**src/include/udc_pkg.sv**
```systemverilog
// constants, field layouts and carrier types of the up/down counter block
// assumes a 32-bit axi4-lite register bus and a 100 MHz system clock
package udc_pkg;

  // ****************************************************************
  // timing
  // ****************************************************************
  localparam int unsigned CLK_PERIOD_NS = 10;
  localparam int unsigned SCAN_TIME_NS = 1000;
  localparam int unsigned SCAN_CYCLES =
    (SCAN_TIME_NS + CLK_PERIOD_NS - 1) / CLK_PERIOD_NS;

  // ****************************************************************
  // register byte offsets
  // ****************************************************************
  localparam logic [7:0] OFS_CTRL = 8'h00;
  localparam logic [7:0] OFS_PRESET = 8'h04;
  localparam logic [7:0] OFS_DATA_LO = 8'h08;
  localparam logic [7:0] OFS_DATA_HI = 8'h0C;
  localparam logic [7:0] OFS_CURRENT = 8'h10;
  localparam logic [7:0] OFS_NV_PRESET = 8'h14;
  localparam logic [7:0] OFS_CMD = 8'h18;
  localparam logic [7:0] OFS_CMP_CONST = 8'h1C;
  localparam logic [7:0] OFS_CMP_WORD = 8'h20;
  localparam logic [7:0] OFS_STATUS = 8'h24;

  // ****************************************************************
  // field positions and reset values
  // ****************************************************************
  localparam int unsigned CMD_CONFIRM_BIT = 0;
  localparam int unsigned CMD_CLEAR_BIT = 1;
  localparam logic [15:0] CTRL_RESET = 16'h0000;
  localparam logic [15:0] WORD_RESET = 16'h0000;
  localparam logic [31:0] PRESET_INIT = 32'h0000_0000;
  localparam logic [31:0] CUR_ZERO = 32'h0000_0000;
  localparam logic [31:0] CUR_MAX = 32'hFFFF_FFFF;
  localparam logic [7:0] MAX_BASE_SLOT = 8'hFE;
  localparam logic [1:0] RESP_OKAY = 2'h0;
  localparam logic [1:0] RESP_SLVERR = 2'h2;

  // ****************************************************************
  // types
  // ****************************************************************
  typedef enum logic [1:0] {
    UDC_TERM_PLAIN = 2'h0,
    UDC_TERM_AND = 2'h1,
    UDC_TERM_OR = 2'h2,
    UDC_TERM_HOLD = 2'h3
  } udc_term_t;

  typedef struct packed {
    logic [7:0] cmp_sel;
    logic [2:0] spare;
    logic term_ge;
    udc_term_t term_mode;
    logic cmp_src;
    logic preset_src;
  } udc_ctrl_t;

  typedef struct packed {
    logic preset;
    logic pulse;
    logic updown;
    logic cond;
  } udc_ladder_t;

  typedef struct packed {
    logic dirty;
    logic term;
    logic ge;
    logic eq;
    logic zero;
  } udc_status_t;

endpackage

```
**src/design/udc_top.sv**
```systemverilog
// up/down selectable 32-bit counter with preset, zero flag and comparators
// assumes ladder inputs arrive asynchronously, registers over axi4-lite
//
// Overview of operation
// - preset is any unsigned 32-bit value, constant or from storage
// - stored preset joins two 16-bit data words, high word and low word
// - pulses are ignored while preset input is on
// - counting of rising pulse edges resumes one scan after preset falls
// - controller raises preset first; while on, current loads preset
// - count up when direction input high, down when low
// - zero output on exactly when current value is zero
// - down count from zero wraps to all ones
// - up count from all ones wraps to zero
// - current value survives reset unless clear-at-power-up is chosen
// - software writes of preset or current take effect at once
// - counter owns two slots, base slot at most 254
// - software preset change touches only the working copy
// - confirm copies working preset into the non-volatile copy
// - clear reloads working preset from the non-volatile copy
// - equal result on while selected current equals compare value
// - at-least result on while selected current is at least compare value
// - comparator selects counter 0..255, compare value 16 bits
// - stored compare value is a single 16-bit word
// - comparators look only at the current value
// - compare result starts a term, then and/or with a condition
//
// The AXI4-Lite slave port and the register offsets were decided locally.
`timescale 1ns/1ns
module udc_top
  import udc_pkg::*;
#(
  parameter int unsigned SCAN_DIV = SCAN_CYCLES,
  parameter logic [7:0] BASE_SLOT = 8'h04,
  parameter bit CLEAR_ON_POWERUP = 1'b0
) (
  // clock and reset
  input wire logic aclk,
  input wire logic aresetn,
  // axi4-lite write
  input wire logic [7:0] awaddr,
  input wire logic awvalid,
  output logic awready,
  input wire logic [31:0] wdata,
  input wire logic [3:0] wstrb,
  input wire logic wvalid,
  output logic wready,
  output logic [1:0] bresp,
  output logic bvalid,
  input wire logic bready,
  // axi4-lite read
  input wire logic [7:0] araddr,
  input wire logic arvalid,
  output logic arready,
  output logic [31:0] rdata,
  output logic [1:0] rresp,
  output logic rvalid,
  input wire logic rready,
  // ladder conditions
  input wire udc_ladder_t ladder_in,
  // results
  output logic counter_zero,
  output logic equal_out,
  output logic at_least_out,
  output logic term_out
);

  // ****************************************************************
  // elaboration checks
  // ****************************************************************
  if (SCAN_DIV < 2) begin : g_bad_div
    $error("scan divider must be at least 2");
  end
  if (BASE_SLOT > MAX_BASE_SLOT) begin : g_bad_slot
    $error("base slot must leave room for the second slot");
  end

  function automatic logic [31:0] wmerge(input logic [31:0] old,
                                         input logic [31:0] dat,
                                         input logic [3:0] strb);
    logic [31:0] res;
    res = old;
    for (int i = 0; i < 4; i++) begin
      if (strb[i]) begin
        res[8*i +: 8] = dat[8*i +: 8];
      end
    end
    return res;
  endfunction

  function automatic logic addr_mapped(input logic [7:0] a);
    return a == OFS_CTRL || a == OFS_PRESET || a == OFS_DATA_LO ||
           a == OFS_DATA_HI || a == OFS_CURRENT || a == OFS_NV_PRESET ||
           a == OFS_CMD || a == OFS_CMP_CONST || a == OFS_CMP_WORD ||
           a == OFS_STATUS;
  endfunction

  // ****************************************************************
  // input synchroniser and scan divider
  // ****************************************************************
  udc_ladder_t sync1_q, sync2_q, last_q, last_d;
  logic [$clog2(SCAN_DIV)-1:0] div_q, div_d;
  logic scan_q, scan_d;

  always_comb begin
    div_d = div_q + 1'b1;
    scan_d = 1'b0;
    last_d = last_q;
    if (div_q == ($clog2(SCAN_DIV))'(SCAN_DIV - 1)) begin
      div_d = '0;
      scan_d = 1'b1;
    end
    if (scan_q) begin
      last_d = sync2_q;
    end
  end

  always_ff @(posedge aclk) begin
    sync1_q <= ladder_in;
    sync2_q <= sync1_q;
    if (!aresetn) begin
      div_q <= '0;
      scan_q <= 1'b0;
      // take the present level so a held pulse is no edge after reset
      last_q <= sync2_q;
    end else begin
      div_q <= div_d;
      scan_q <= scan_d;
      last_q <= last_d;
    end
  end

  // ****************************************************************
  // axi4-lite slave
  // ****************************************************************
  logic aw_full_q, aw_full_d, w_full_q, w_full_d;
  logic [7:0] waddr_q, waddr_d;
  logic [31:0] wdat_q, wdat_d;
  logic [3:0] wstb_q, wstb_d;
  logic awready_d, wready_d, bvalid_d, arready_d, rvalid_d;
  logic [1:0] bresp_d, rresp_d;
  logic [31:0] rdata_d, rd_mux;
  logic do_write;

  assign do_write = aw_full_q && w_full_q && !bvalid;

  always_comb begin
    aw_full_d = aw_full_q;
    w_full_d = w_full_q;
    waddr_d = waddr_q;
    wdat_d = wdat_q;
    wstb_d = wstb_q;
    bvalid_d = bvalid;
    bresp_d = bresp;
    if (awvalid && awready) begin
      aw_full_d = 1'b1;
      waddr_d = awaddr;
    end
    if (wvalid && wready) begin
      w_full_d = 1'b1;
      wdat_d = wdata;
      wstb_d = wstrb;
    end
    if (bvalid && bready) begin
      bvalid_d = 1'b0;
    end
    if (do_write) begin
      aw_full_d = 1'b0;
      w_full_d = 1'b0;
      bvalid_d = 1'b1;
      bresp_d = addr_mapped(waddr_q) ? RESP_OKAY : RESP_SLVERR;
    end
    awready_d = !aw_full_d;
    wready_d = !w_full_d;
  end

  always_comb begin
    rvalid_d = rvalid;
    rdata_d = rdata;
    rresp_d = rresp;
    if (rvalid && rready) begin
      rvalid_d = 1'b0;
    end
    if (arvalid && arready) begin
      rvalid_d = 1'b1;
      rdata_d = rd_mux;
      rresp_d = addr_mapped(araddr) ? RESP_OKAY : RESP_SLVERR;
    end
    arready_d = !rvalid_d;
  end

  always_ff @(posedge aclk) begin
    if (!aresetn) begin
      aw_full_q <= 1'b0;
      w_full_q <= 1'b0;
      waddr_q <= '0;
      wdat_q <= '0;
      wstb_q <= '0;
      awready <= 1'b0;
      wready <= 1'b0;
      bvalid <= 1'b0;
      bresp <= RESP_OKAY;
      arready <= 1'b0;
      rvalid <= 1'b0;
      rdata <= '0;
      rresp <= RESP_OKAY;
    end else begin
      aw_full_q <= aw_full_d;
      w_full_q <= w_full_d;
      waddr_q <= waddr_d;
      wdat_q <= wdat_d;
      wstb_q <= wstb_d;
      awready <= awready_d;
      wready <= wready_d;
      bvalid <= bvalid_d;
      bresp <= bresp_d;
      arready <= arready_d;
      rvalid <= rvalid_d;
      rdata <= rdata_d;
      rresp <= rresp_d;
    end
  end

  // ****************************************************************
  // register file and counter
  // ****************************************************************
  udc_ctrl_t ctrl_q, ctrl_d;
  logic [31:0] preset_q, preset_d, nv_q, nv_d, cur_q, cur_d;
  logic [15:0] data_lo_q, data_lo_d, data_hi_q, data_hi_d;
  logic [15:0] cmp_const_q, cmp_const_d, cmp_word_q, cmp_word_d;
  logic dirty_q, dirty_d;
  logic [31:0] preset_val, cur_wval, wr_ctrl;
  logic [15:0] cmp_val;
  logic wr_cur, wr_preset, cmd_confirm, cmd_clear, count_en, load_en;
  logic sel_ok, eq_calc, ge_calc, res_calc, term_calc;
  udc_status_t stat;

  // stored preset is high word over low word
  assign preset_val = ctrl_q.preset_src ? {data_hi_q, data_lo_q}
                                        : preset_q;
  assign cmp_val = ctrl_q.cmp_src ? cmp_word_q : cmp_const_q;
  assign wr_cur = do_write && waddr_q == OFS_CURRENT;
  assign wr_preset = do_write && waddr_q == OFS_PRESET;
  assign cur_wval = wmerge(cur_q, wdat_q, wstb_q);
  assign wr_ctrl = wmerge({16'h0000, ctrl_q}, wdat_q, wstb_q);
  assign cmd_confirm = do_write && waddr_q == OFS_CMD &&
                       wstb_q[0] && wdat_q[CMD_CONFIRM_BIT];
  assign cmd_clear = do_write && waddr_q == OFS_CMD &&
                     wstb_q[0] && wdat_q[CMD_CLEAR_BIT];
  // a falling preset still blocks the scan in which it fell
  assign load_en = scan_q && sync2_q.preset;
  assign count_en = scan_q && sync2_q.pulse && !last_q.pulse &&
                    !sync2_q.preset && !last_q.preset;

  always_comb begin
    ctrl_d = ctrl_q;
    preset_d = preset_q;
    nv_d = nv_q;
    data_lo_d = data_lo_q;
    data_hi_d = data_hi_q;
    cmp_const_d = cmp_const_q;
    cmp_word_d = cmp_word_q;
    dirty_d = dirty_q;
    cur_d = cur_q;
    if (load_en) begin
      cur_d = preset_val;
    end else if (count_en) begin
      cur_d = sync2_q.updown ? cur_q + 32'h0000_0001
                             : cur_q - 32'h0000_0001;
    end
    if (wr_cur) begin
      cur_d = cur_wval;
    end
    if (do_write && waddr_q == OFS_CTRL) begin
      ctrl_d = wr_ctrl[15:0];
      ctrl_d.spare = 3'h0;
    end
    if (do_write && waddr_q == OFS_DATA_LO) begin
      data_lo_d = 16'(wmerge({16'h0000, data_lo_q}, wdat_q, wstb_q));
    end
    if (do_write && waddr_q == OFS_DATA_HI) begin
      data_hi_d = 16'(wmerge({16'h0000, data_hi_q}, wdat_q, wstb_q));
    end
    if (do_write && waddr_q == OFS_CMP_CONST) begin
      cmp_const_d = 16'(wmerge({16'h0000, cmp_const_q}, wdat_q, wstb_q));
    end
    if (do_write && waddr_q == OFS_CMP_WORD) begin
      cmp_word_d = 16'(wmerge({16'h0000, cmp_word_q}, wdat_q, wstb_q));
    end
    if (cmd_confirm) begin
      nv_d = preset_q;
      dirty_d = 1'b0;
    end else if (cmd_clear) begin
      preset_d = nv_q;
      dirty_d = 1'b0;
    end
    if (wr_preset) begin
      preset_d = wmerge(preset_q, wdat_q, wstb_q);
      dirty_d = 1'b1;
    end
  end

  always_ff @(posedge aclk) begin
    if (!aresetn) begin
      ctrl_q <= CTRL_RESET;
      preset_q <= PRESET_INIT;
      nv_q <= PRESET_INIT;
      data_lo_q <= WORD_RESET;
      data_hi_q <= WORD_RESET;
      cmp_const_q <= WORD_RESET;
      cmp_word_q <= WORD_RESET;
      dirty_q <= 1'b0;
      // retention means the value rides through reset untouched
      cur_q <= CLEAR_ON_POWERUP ? CUR_ZERO : cur_q;
    end else begin
      ctrl_q <= ctrl_d;
      preset_q <= preset_d;
      nv_q <= nv_d;
      data_lo_q <= data_lo_d;
      data_hi_q <= data_hi_d;
      cmp_const_q <= cmp_const_d;
      cmp_word_q <= cmp_word_d;
      dirty_q <= dirty_d;
      cur_q <= cur_d;
    end
  end

  // ****************************************************************
  // comparators and result outputs
  // ****************************************************************
  assign sel_ok = ctrl_q.cmp_sel == BASE_SLOT ||
                  ctrl_q.cmp_sel == BASE_SLOT + 8'h01;
  // only the value is compared, never the zero flag
  assign eq_calc = sel_ok && cur_d == {16'h0000, cmp_val};
  assign ge_calc = sel_ok && cur_d >= {16'h0000, cmp_val};
  assign res_calc = ctrl_q.term_ge ? ge_calc : eq_calc;

  always_comb begin
    unique case (ctrl_q.term_mode)
      UDC_TERM_AND: term_calc = res_calc && sync2_q.cond;
      UDC_TERM_OR: term_calc = res_calc || sync2_q.cond;
      default: term_calc = res_calc;
    endcase
  end

  always_ff @(posedge aclk) begin
    if (!aresetn) begin
      counter_zero <= 1'b0;
      equal_out <= 1'b0;
      at_least_out <= 1'b0;
      term_out <= 1'b0;
    end else if (scan_q) begin
      counter_zero <= cur_d == CUR_ZERO;
      equal_out <= eq_calc;
      at_least_out <= ge_calc;
      term_out <= term_calc;
    end
  end

  assign stat = '{dirty: dirty_q, term: term_out, ge: at_least_out,
                  eq: equal_out, zero: counter_zero};

  always_comb begin
    unique case (araddr)
      OFS_CTRL: rd_mux = {16'h0000, ctrl_q};
      OFS_PRESET: rd_mux = preset_q;
      OFS_DATA_LO: rd_mux = {16'h0000, data_lo_q};
      OFS_DATA_HI: rd_mux = {16'h0000, data_hi_q};
      OFS_CURRENT: rd_mux = cur_q;
      OFS_NV_PRESET: rd_mux = nv_q;
      OFS_CMP_CONST: rd_mux = {16'h0000, cmp_const_q};
      OFS_CMP_WORD: rd_mux = {16'h0000, cmp_word_q};
      OFS_STATUS: rd_mux = {27'h0000000, stat};
      default: rd_mux = 32'h0000_0000;
    endcase
  end
endmodule

```
**config.mk**
```make
export PLATFORM = sky130hd
export DESIGN_NAME = udc_top
export DESIGN_NICKNAME = d
export VERILOG_FILES = /design/src/include/udc_pkg.sv /design/src/design/udc_top.sv
export SDC_FILE = /design/constraint.sdc
export NUM_CORES = 1
export LEC_CHECK = 0
export BUFFER_PORTS_ARGS = -buffer_cell sky130_fd_sc_hd__buf_4
export CAP_MARGIN = 0
export CORE_MARGIN = 4
export CORE_UTILIZATION = 31
export DETAILED_ROUTE_END_ITERATION = 6
export PLACE_DENSITY = 0.55
export SYNTH_ARGS = -nofsm -noshare
export SYNTH_HDL_FRONTEND = slang
export SYNTH_SLANG_ARGS = --single-unit
```
**constraint.sdc**
```tcl
create_clock -name aclk -period 8.16 [get_ports aclk]
set_clock_uncertainty 0.05 [all_clocks]
set_input_delay 0.816 -clock aclk [delete_from_list [all_inputs] [get_ports aclk]]
set_output_delay 0.816 -clock aclk [all_outputs]
set_load 0.02 [all_outputs]
```
==> results.py, run 1 <==
metrics = {
    "logic_synthesis": {
        "netlist.area_leader.share_pct": 32.4,
        "netlist_instances": 1834,
        "netlist-cell-type-count": 82,
        "syn_area_per_cell_um2": 8.31,
        "synth_area_leader_cell": "dfxtp_1",
        "synth_edf_count": 34,
        "synthTopCellsByArea": "dfxtp_1 32%, mux2i_1 8.7%, a21oi_1 7.4%",
        "async_flop_share_pct": 0,
        "ys_seq_area_share_pct": 39.1,
        "ys_ff_latch": 281,
        "ys_warn_count": 0,
        "syn_area_mm2": 0.0152,
        "synth_ff_type": "dfxtp_1",
    },
    "final_layout": {
        "layout_commonest_cell": "nand2_1",
        "nNetsFinal": 1981,
        "antenna_cells": 0,
        "mostFrequentLayoutCells": "275 x nand2_1, 246 x dfxtp_1, 226 x a21oi_1",
        "stdcell_area_mm2": 0.0177,
        "syn_to_final_growth_pct": 15.9,
        "layout-drive-gt1-share_pct": 12.7,
    },
    "clock_tree": {
        "cts.sinks": 281,
        "cts_setup_buffers": 0,
        "cts_tree": "built",
        "numCtsBuffers": 31,
        "post_cts_resize_count": 0,
        "clk_latency_ps": 570,
        "htreeDepth": 1,
        "postCtsHoldBufs": 0,
        "root_buffer": "clkbuf_16",
        "cts.clk_slew.worst_paths_ps": 70,
        "cts_max_path_buffers": 3,
    },
    "detailed_routing": {
        "wl_per_cell_um": 21.8,
        "drt-pass1-iter-count": 6,
        "drc_errors": 0,
        "vias_per_cell": 5.68,
        "drtAntennaViolNets": 0,
        "drt_wl_total_um": 55500,
        "vias": 14500,
        "drt-initial-drc-count": 1490,
    },
    "place": {
        "io_buffer_count": 105,
        "hpwl_um": 39800,
        "place_area_mm2": 0.0166,
        "place_congestion": 0.904,
        "post-place-ws_ps": 3330,
    },
    "floorplanning": {
        "dieArea_mm2": 0.0528,
        "start_util_pct": 31.7,
        "core-area_mm2": 0.0481,
        "die_w_um": 230,
        "num_rows": 80,
        "io_pins": 108,
        "die_y_um": 230,
    },
    "grt": {
        "grt_pass1_wl_um": 84600,
        "antenna_found_initial": 2,
        "grt.total_usage_pct": 20.0,
        "grt_pass1_vias": 13800,
        "grt_max_degree": 93,
        "overflow": 0,
    },
    "timing": {
        "tightest_slew_ps": 1210,
        "hold_viol": 0,
        "relSlewSlack_pct": 19.1,
        "min_period_ps": 4900,
        "slew_viol_final": 0,
        "finalCritPeriodShare_pct": 60.0,
        "fin_tns_setup_ps": 0,
        "finalSetupViolations": 0,
        "rsz0062_at_grt": "false",
        "setup_slack_ps": 3260,
        "whs_ps": 276,
        "max_freq_mhz": 204,
    },
    "critical_path": {
        "reg2reg_to": "term_out$_SDFFE_PN0P_",
        "crit_path_max_fanout": 33,
        "slowest_stage": "a221oi_1",
        "rr_worst_depth": 20,
        "path_class": "reg2reg",
        "endpoint_kind": "flip-flop",
        "reg2reg_from": "sync2_q[1]$_DFF_P_",
        "arrival_ps": 5320,
        "required_ps": 8580,
        "cp_cell_sequence": "inv_1 > buf_4 > ha_1 > a21o_1 > a31o_2 > o2111ai_1 > nand3_1 > a21o_1 > a21oi_1 > xnor2_1 > mux2i_1 > a221oi_1 > ha_1 > nand4_1 > nor2_1 > nand3_1 > a21oi_1 > nor4_1 > nand4_1 > a31o_1",
        "start_kind": "flip-flop",
        "max_stage_delay_ps": 510,
        "r2r_slack_ps": 3260,
    },
    "status": {
        "status": "complete, no violations",
    },
    "power_and_ir_drop": {
        "p_per_area_mw_per_mm2": 185,
        "peakVddDrop_v": 0.000147,
        "leakage_nw": 6.51,
    },
    "job": {
        "cap_violations": 0,
    },
    "min_path": {
        "hold_path.class": "reg2reg",
        "worstHoldEndpoint": "sync2_q[3]$_DFF_P_",
        "holdPathStages": 0,
        "hp-start": "sync1_q[3]$_DFF_P_",
    },
}
[metal layers]
metal  part of all wire, %  vias to the layer above  global-route usage (%)
met5                 0.023                        -                       0
met4                   2.7                        2                    5.07
met3                   7.1                      110                    3.06
met2                    47                      539                    33.9
met1                    43                     7056                    27.0
li1                      -                     6767                       -
[cells by family (layout without fill, tap and decap cells)]
family,count (synthesis),count (layout),share of synthesized area (%)
AOI/OAI and AO/OA,506,506,21.5
xor gates and xnor gates,19,19,1.09
adders and majority gates,50,50,4.15
buffers and inverters,153,210,3.83
DFF,281,281,39.1
muxes,153,153,10.2
other,1,2,0.0246
and+or+nand+nor,671,671,20.0
[how the worst max path moves through the flow]
stage                       start                     to  slack, ps  cells after the start
6_report       sync2_q[1]$_DFF_P_  term_out$_SDFFE_PN0P_       3260                     20
5_1_grt        sync2_q[1]$_DFF_P_  term_out$_SDFFE_PN0P_       2840                     20
4_1_cts        sync2_q[1]$_DFF_P_  term_out$_SDFFE_PN0P_       3270                     20
3_5_place_dp   sync2_q[1]$_DFF_P_  term_out$_SDFFE_PN0P_       3330                     20
3_3_place_gp   sync2_q[1]$_DFF_P_  term_out$_SDFFE_PN0P_       3450                     20
2_1_floorplan  sync2_q[1]$_DFF_P_  term_out$_SDFFE_PN0P_       3660                     19
[through the flow]
stage	std cells	util, %	power [mW]
floorplan	1835	-	1.70
CTS	2548	36.7	3.29
global placement	2491	34.4	1.82
finish	2548	36.7	3.27
global route	2548	36.7	3.39
detailed placement	2491	34.4	1.82
[state kept, by name, indices dropped and copies added, names as in the netlist, 2 cells and up]
| signal | count |
|---|---|
| data_lo_q | 16 |
| wstb_q | 4 |
| cmp_const_q | 16 |
| cur_q | 32 |
| data_hi_q | 16 |
| sync1_q | 4 |
| waddr_q | 8 |
| ctrl_q | 13 |
| div_q | 7 |
| preset_q | 32 |
| nv_q | 32 |
| cmp_word_q | 16 |
| sync2_q | 4 |
| rdata | 32 |
| wdat_q | 32 |
| last_q | 2 |
[Yosys cell counts (all sizes together), types with 21 or more instances]
| library cell | number |
|---|---|
| nand2 | 276 |
| dfxtp | 247 |
| a21oi | 226 |
| nor2 | 185 |
| mux2i | 133 |
| clkbuf | 119 |
| nand3 | 80 |
| ha | 49 |
| o21ai | 46 |
| a211oi | 43 |
| edfxtp | 34 |
| a222oi | 28 |
| a31oi | 25 |
| nor3 | 21 |
[cell type report]
type	count	area [um^2]
clock buffer	43	943
clock inverter	14	134
fill	4905	30500
inverter	20	80.1
multi-input combinational	1401	8710
sequential	281	5970
tap	656	821
timing repair buffer	133	998
[where the power goes]
group	total (mW)	internal [mW]	switching, mW
registers	1.48	1.43	0.0474
clock network	1.47	0.869	0.604
logic	0.317	0.121	0.196
[critical path, delay by kind of cell, from the launching register on]
family	cells	cell delay [ps]
AND/OR/NAND/NOR	6	980
buffers and inverters	2	430
AO/OA/AOI/OAI	8	2020
multiplexers	1	100
adder cells (fa/ha/maj)	2	720
XOR/XNOR	1	150
flip-flops	1	330
No activity file was read; power rests on OpenSTA's default activity.
==> run 2, diff against run 1 <==
--- a/config.mk
+++ b/config.mk
@@ -5,12 +5,13 @@
 export SDC_FILE = /design/constraint.sdc
 export NUM_CORES = 1
 export LEC_CHECK = 0
+export ABC_AREA = 1
 export BUFFER_PORTS_ARGS = -buffer_cell sky130_fd_sc_hd__buf_4
 export CAP_MARGIN = 0
 export CORE_MARGIN = 4
 export CORE_UTILIZATION = 31
 export DETAILED_ROUTE_END_ITERATION = 6
-export PLACE_DENSITY = 0.55
+export PLACE_DENSITY = 0.56
 export SYNTH_ARGS = -nofsm -noshare
 export SYNTH_HDL_FRONTEND = slang
 export SYNTH_SLANG_ARGS = --single-unit
==> constraint.sdc (replaced) <==
create_clock -name aclk -period 4.08 [get_ports aclk]
set_clock_uncertainty 0.05 [all_clocks]
set_input_delay 0.408 -clock aclk [delete_from_list [all_inputs] [get_ports aclk]]
set_output_delay 0.408 -clock aclk [all_outputs]
set_load 0.02 [all_outputs]
==> run 2 against run 1 <==
Critical path depth is 5 higher. Clock-buffer cell count is 2 lower. Critical endpoint unchanged. Utilization grew 0.18 points. Via count rose by 11%. Clock power rose by 82%. Cell count up 21%. Setup slack got worse by 3000 ps. Routed wire length increased by 4.8%. First-iteration DRC count is 1.5% higher. Register-to-register slack worse by 3000 ps. Maximum frequency increased by 27%.
==> results.py, run 2 <==
metrics = {
    "clock_tree": {
        "root_buffer": "clkbuf_16",
        "cts_max_path_buffers": 3,
        "clk_latency_ps": 580,
        "htreeDepth": 1,
        "cts.sinks": 281,
        "numCtsBuffers": 31,
        "cts.clk_slew.worst_paths_ps": 70,
        "cts_tree": "built",
    },
    "floorplanning": {
        "dieArea_mm2": 0.0545,
        "start_util_pct": 31.4,
        "num_rows": 82,
        "io_pins": 108,
        "die_w_um": 233,
        "die_y_um": 233,
        "core-area_mm2": 0.0502,
    },
    "detailed_routing": {
        "drtAntennaViolNets": 0,
        "drc_errors": 0,
        "drt-initial-drc-count": 1512,
        "drt-pass1-iter-count": 5,
        "drt_wl_total_um": 58200,
        "vias_per_cell": 5.21,
        "wl_per_cell_um": 18.9,
        "vias": 16100,
    },
    "final_layout": {
        "n_fill_cell": 5313,
        "layout_commonest_cell": "nand2_1",
        "syn_to_final_growth_pct": 17.3,
        "nNetsFinal": 2503,
        "antenna_cells": 0,
        "mostFrequentLayoutCells": "512 x nand2_1, 302 x inv_1, 279 x a21oi_1",
        "layout-drive-gt1-share_pct": 10.9,
        "fin_cells": 3083,
    },
    "power_and_ir_drop": {
        "combPwrFrac_pct": 12.7,
        "total_power_mw": 6.44,
        "pwr-share-seq_pct": 45.9,
        "leakage_nw": 7.33,
        "p_per_area_mw_per_mm2": 348,
        "peakVddDrop_v": 0.000311,
        "switchingPower_mw": 1.78,
        "internal_power_mw": 4.66,
        "switching_share_pct": 27.6,
        "power_frac_clock_pct": 41.4,
    },
    "timing": {
        "whs_ps": 41.5,
        "tightest_slew_ps": 1060,
        "finalSetupViolations": 0,
        "slew_viol_final": 0,
        "min_period_ps": 3870,
        "finalCritPeriodShare_pct": 94.8,
        "relSlewSlack_pct": 29.2,
        "hold_viol": 0,
        "max_freq_mhz": 259,
        "fin_tns_setup_ps": 0,
    },
    "logic_synthesis": {
        "synth_edf_count": 34,
        "synth_common_cells": "518 x nand2_1, 303 x inv_1, 280 x a21oi_1, 264 x o21ai_0, 247 x dfxtp_1",
        "synthTopCellsByArea": "dfxtp_1 31%, nand2_1 12%, a21oi_1 8.9%",
        "synth_ff_type": "dfxtp_1",
        "ys_ff_latch": 281,
        "synth_area_leader_cell": "dfxtp_1",
        "yosysMostFrequentCell": "nand2_1",
        "netlist-cell-type-count": 55,
        "async_flop_share_pct": 0,
        "netlist_instances": 2315,
        "ys_seq_area_share_pct": 37.9,
        "syn_area_per_cell_um2": 6.81,
        "netlist.area_leader.share_pct": 31.4,
        "syn_area_mm2": 0.0158,
        "ys_warn_count": 0,
    },
    "critical_path": {
        "required_ps": 4500,
        "arrival_ps": 4290,
        "path_class": "reg2reg",
        "crit_path_max_fanout": 16,
        "endpoint_kind": "flip-flop",
        "start_kind": "flip-flop",
    },
    "grt": {
        "grt_max_degree": 66,
        "grt_pass1_vias": 14800,
        "grt_pass1_wl_um": 87500,
        "antenna_found_initial": 0,
        "overflow": 0,
        "grt.total_usage_pct": 20.4,
    },
    "min_path": {
        "hold_path.class": "in2reg",
    },
    "job": {
        "cap_violations": 0,
    },
    "place": {
        "hpwl_um": 44100,
        "dp.cells": 3020,
        "io_buffer_count": 105,
        "place_congestion": 0.977,
    },
    "status": {
        "status": "complete, no violations",
    },
}
run 2: cell count changes in the layout (fill, tap and decap cells not counted), moves of 17 or more:
cell,change
mux2i_1,-131
o21ai_0,+217
a21o_1,-17
a21oi_1,+53
a211oi_1,-30
o22ai_1,+18
nor2_1,-19
a222oi_1,-28
nand2_1,+237
inv_1,+283
mux2_2,-20
run 2: timing repair:
item,4_1_cts,5_1_grt
cloned,0,0
setup endpoints to repair,1,4
hold buffers,4,0
setup buffers,1,4
gates resized for setup,1,44
pin swaps,0,7
hold endpoints to repair,4,0
run 2: final timing paths:
kind	startpoint	endpoint	slack, ps	depth (start not counted)
worst max-delay path	sync2_q[1]$_DFF_P_	term_out$_SDFFE_PN0P_	210	25
worst min-delay path	bready	bvalid$_SDFFE_PN0P_	40	4
worst max register to register	sync2_q[1]$_DFF_P_	term_out$_SDFFE_PN0P_	210	25
worst min register to register	sync1_q[3]$_DFF_P_	sync2_q[3]$_DFF_P_	280	0
run 2: routing by layer:
metal | routed length [um] | GRT usage, % | up-vias
met4 | 1690 | 5.63 | 0
met1 | 25900 | 28.4 | 7520
met3 | 3800 | 2.70 | 92
li1 | - | - | 7864
met5 | 0 | 0 | -
met2 | 26800 | 33.4 | 594
run 2: cell families after synthesis:
| family | Yosys count | synth area share [%] |
|---|---|---|
| multiplexers | 2 | 0.127 |
| flip-flops | 281 | 37.9 |
| AND/OR/NAND/NOR | 836 | 21.7 |
| AO/OA/AOI/OAI | 700 | 24.7 |
| other | 1 | 0.0238 |
| adder cells (fa/ha/maj) | 50 | 4.02 |
| XOR/XNOR | 16 | 0.889 |
| buffers and inverters | 429 | 10.8 |
run 2: metrics by stage:
stage / setup slack, ps / instance area [um^2] / util (%)
after floorplan: 437 / 15800 / -
after global placement: -55.9 / 17200 / 34.3
after detailed placement: -1.48 / 17200 / 34.3
after CTS: 99.9 / 18200 / 36.3
after global routing: -30.6 / 18500 / 36.8
final: 214 / 18500 / 36.8
run 2: worst max-delay path, cell delays in order, from the launching register on:
cell and delay (ps):
dfxtp_2 360, clkinvlp_4 100, buf_12 180, ha_2 400, nand2_1 80, nor2_2 140
nand2_1 80, nand3_2 110, nand2_1 70, nand2_1 110, xor2_1 200, o21ai_0 130
a32oi_2 280, ha_1 290, nand2_1 100, nor2_1 50, nand4_1 110, nor4_2 50
inv_1 80, nand2_1 60, a311oi_2 250, nand4_1 180, nand3_1 110, nand3_1 60
nand2_1 60, nand2_1 40
run 2: power by group through the flow:
stage | clock [mW] | combinational, mW | sequential (mW)
after global placement | 0 | 0.760 | 3.01
after global routing | 2.84 | 0.921 | 2.96
after floorplan | 0 | 0.516 | 2.97
after CTS | 2.73 | 0.775 | 2.95
after detailed placement | 0 | 0.763 | 3.01
final | 2.67 | 0.817 | 2.96
run 2: layout make-up:
type / instances / area, um^2 / share of cell area [%]
multi-input cells: 1606 / 8360 / 45.2
flip-flops and latches: 281 / 5970 / 32.3
inverters: 317 / 1190 / 6.46
repair buffers: 153 / 1190 / 6.42
clock buffers: 41 / 843 / 4.56
well taps: 672 / 841 / 4.55
clock inverters: 13 / 91.3 / 0.494
==> run 3, diff against run 2 <==
==> constraint.sdc (replaced) <==
create_clock -name aclk -period 4.08 [get_ports aclk]
set_clock_uncertainty 0.05 [all_clocks]
set_input_delay 0.612 -clock aclk [delete_from_list [all_inputs] [get_ports aclk]]
set_output_delay 0.612 -clock aclk [all_outputs]
set_load 0.02 [all_outputs]
==> run 3 against run 2 <==
Critical path depth shrank 1. Cell count grew 0.16%. Cell area grew 0.79%. Utilization grew 0.29 points. Clock-buffer cell count grew 9. Global-route usage grew 0.35 points. Maximum frequency shrank 0.54%. Power grew 7.0%. Non-clock buffer count shrank 1. Combinational power is essentially flat. Critical endpoint unchanged. Largest cell class unchanged. Highest routed layer unchanged.
==> results.py, run 3 (synthesized netlist as in run 2, its figures left out) <==
metrics = {
    "clock_tree": {
        "root_buffer": "clkbuf_16",
        "htreeDepth": 2,
        "cts.clk_slew.worst_paths_ps": 70,
        "clk_latency_ps": 530,
        "cts_max_path_buffers": 3,
        "numCtsBuffers": 34,
        "cts.sinks": 281,
        "postCtsHoldBufs": 0,
        "cts_tree": "built",
    },
    "timing": {
        "relSlewSlack_pct": 29.1,
        "hold_viol": 0,
        "slew_viol_final": 0,
        "finalCritPeriodShare_pct": 95.3,
        "finalSetupViolations": 0,
        "max_freq_mhz": 257,
        "min_period_ps": 3890,
        "tightest_slew_ps": 1060,
        "setup_slack_ps": 193,
    },
    "grt": {
        "overflow": 0,
        "grt_pass1_vias": 15000,
        "grt_max_degree": 106,
        "grt.total_usage_pct": 20.8,
        "grt_pass1_wl_um": 88000,
        "antenna_found_initial": 0,
    },
    "floorplanning": {
        "die_w_um": 233,
        "num_rows": 82,
        "die_y_um": 233,
        "core-area_mm2": 0.0502,
        "start_util_pct": 31.4,
        "dieArea_mm2": 0.0545,
        "io_pins": 108,
    },
    "critical_path": {
        "arrival_ps": 4250,
        "path_class": "reg2reg",
        "endpoint_kind": "flip-flop",
        "max_stage_delay_ps": 390,
        "start_kind": "flip-flop",
        "cp_cell_sequence": "inv_4 > buf_12 > ha_1 > nand2_1 > nand3_1 > buf_4 > xor2_1 > o21ai_0 > o211ai_1 > o21ai_0 > inv_1 > ha_1 > nand2_1 > o21ai_0 > nand3_1 > nand2_1 > nand2_1 > a21oi_1 > a311oi_2 > nand4_1 > nand3_1 > nand3_1 > nand2_1 > nand2_1",
        "required_ps": 4450,
        "rr_worst_depth": 24,
        "r2r_slack_ps": 190,
        "reg2reg_from": "sync2_q[1]$_DFF_P_",
        "crit_path_max_fanout": 8,
        "path_buf_inv": 4,
        "reg2reg_to": "term_out$_SDFFE_PN0P_",
        "cp_common_cell": "nand2_1",
        "crit_family": "simple AND/OR/NAND/NOR gates",
        "slowest_stage": "ha_1",
    },
    "final_layout": {
        "mostFrequentLayoutCells": "513 x nand2_1, 302 x inv_1, 279 x a21oi_1",
        "syn_to_final_growth_pct": 18.2,
        "layout-drive-gt1-share_pct": 11.2,
        "regArea_mm2": 0.00597,
        "nNetsFinal": 2505,
        "n_fill_cell": 5397,
        "fin_cells": 3088,
        "antenna_cells": 0,
        "layout_commonest_cell": "nand2_1",
        "multi_input_area_mm2": 0.00827,
        "final_core_util_pct": 37.1,
    },
    "min_path": {
        "hold_path.class": "in2reg",
        "worstHoldEndpoint": "sync1_q[1]$_DFF_P_",
        "hp-start": "ladder_in[1]",
        "holdPathStages": 1,
    },
    "status": {
        "status": "complete, no violations",
    },
    "power_and_ir_drop": {
        "peakVddDrop_v": 0.000288,
        "switching_share_pct": 27.1,
        "power_frac_clock_pct": 45.4,
        "p_per_area_mw_per_mm2": 370,
        "internal_power_mw": 5.02,
        "pwr-share-seq_pct": 42.7,
        "switchingPower_mw": 1.87,
        "leakage_nw": 7.46,
        "total_power_mw": 6.89,
        "combPwrFrac_pct": 11.9,
    },
    "detailed_routing": {
        "drt_wl_total_um": 59400,
        "drt-pass1-iter-count": 5,
        "drc_errors": 0,
        "vias_per_cell": 5.21,
        "wl_per_cell_um": 19.2,
        "drt-initial-drc-count": 1329,
        "vias": 16100,
        "drtAntennaViolNets": 0,
    },
    "place": {
        "place_congestion": 0.937,
        "dp.cells": 3022,
        "hpwl_um": 44500,
        "post-place-ws_ps": 236,
        "io_buffer_count": 105,
    },
    "job": {
        "cap_violations": 0,
    },
}
## run 3: how the worst max path moves through the flow
| stage | start | end | slack (ps) | cells past startpoint |
|---|---|---|---|---|
| 6_report | sync2_q[1]$_DFF_P_ | term_out$_SDFFE_PN0P_ | 190 | 24 |
| 5_1_grt | sync2_q[1]$_DFF_P_ | term_out$_SDFFE_PN0P_ | -30 | 21 |
| 4_1_cts | sync2_q[1]$_DFF_P_ | term_out$_SDFFE_PN0P_ | 210 | 25 |
| 3_5_place_dp | sync2_q[1]$_DFF_P_ | term_out$_SDFFE_PN0P_ | 240 | 25 |
| 3_3_place_gp | sync2_q[1]$_DFF_P_ | term_out$_SDFFE_PN0P_ | 250 | 24 |
| 2_1_floorplan | sync2_q[1]$_DFF_P_ | term_out$_SDFFE_PN0P_ | 440 | 24 |
## run 3: per-layer routing
metal | track usage (%) | share of wire [%] | up-vias
met5 | 0 | 0 | -
met4 | 7.15 | 3.6 | 0
met3 | 3.32 | 6.5 | 107
met2 | 34.0 | 46 | 594
met1 | 27.9 | 44 | 7525
li1 | - | - | 7872
## run 3: metrics by stage
step | area, um^2 | hold slack, ps | setup TNS [ps]
finish | 18600 | 132 | 0
global route | 18600 | 124 | -26.3
CTS | 18400 | 117 | 0
detailed placement | 17300 | 268 | 0
global placement | 17300 | 265 | 0
floorplan | 15800 | 260 | 0
## run 3: what timing repair did
action | in CTS | in global routing
setup endpoints to repair | 0 | 2
resized for setup | 0 | 33
buffers inserted | 0 | 4
## run 3: area by class of cell
cell class | count | share of cell area (%)
Inverter | 317 | 6.40
Clock inverter | 10 | 0.497
Tap cell | 672 | 4.51
Timing Repair Buffer | 152 | 6.53
Multi-Input combinational cell | 1606 | 44.4
Sequential cell | 281 | 32.0
Clock buffer | 50 | 5.66
## run 3: power groups by stage
stage	sequential [mW]	combinational, mW	clock, mW
after CTS	2.94	0.782	3.19
after detailed placement	3.00	0.776	0
after global placement	3.00	0.775	0
after floorplan	2.97	0.516	0
final	2.95	0.819	3.13
after global routing	2.95	0.919	3.31
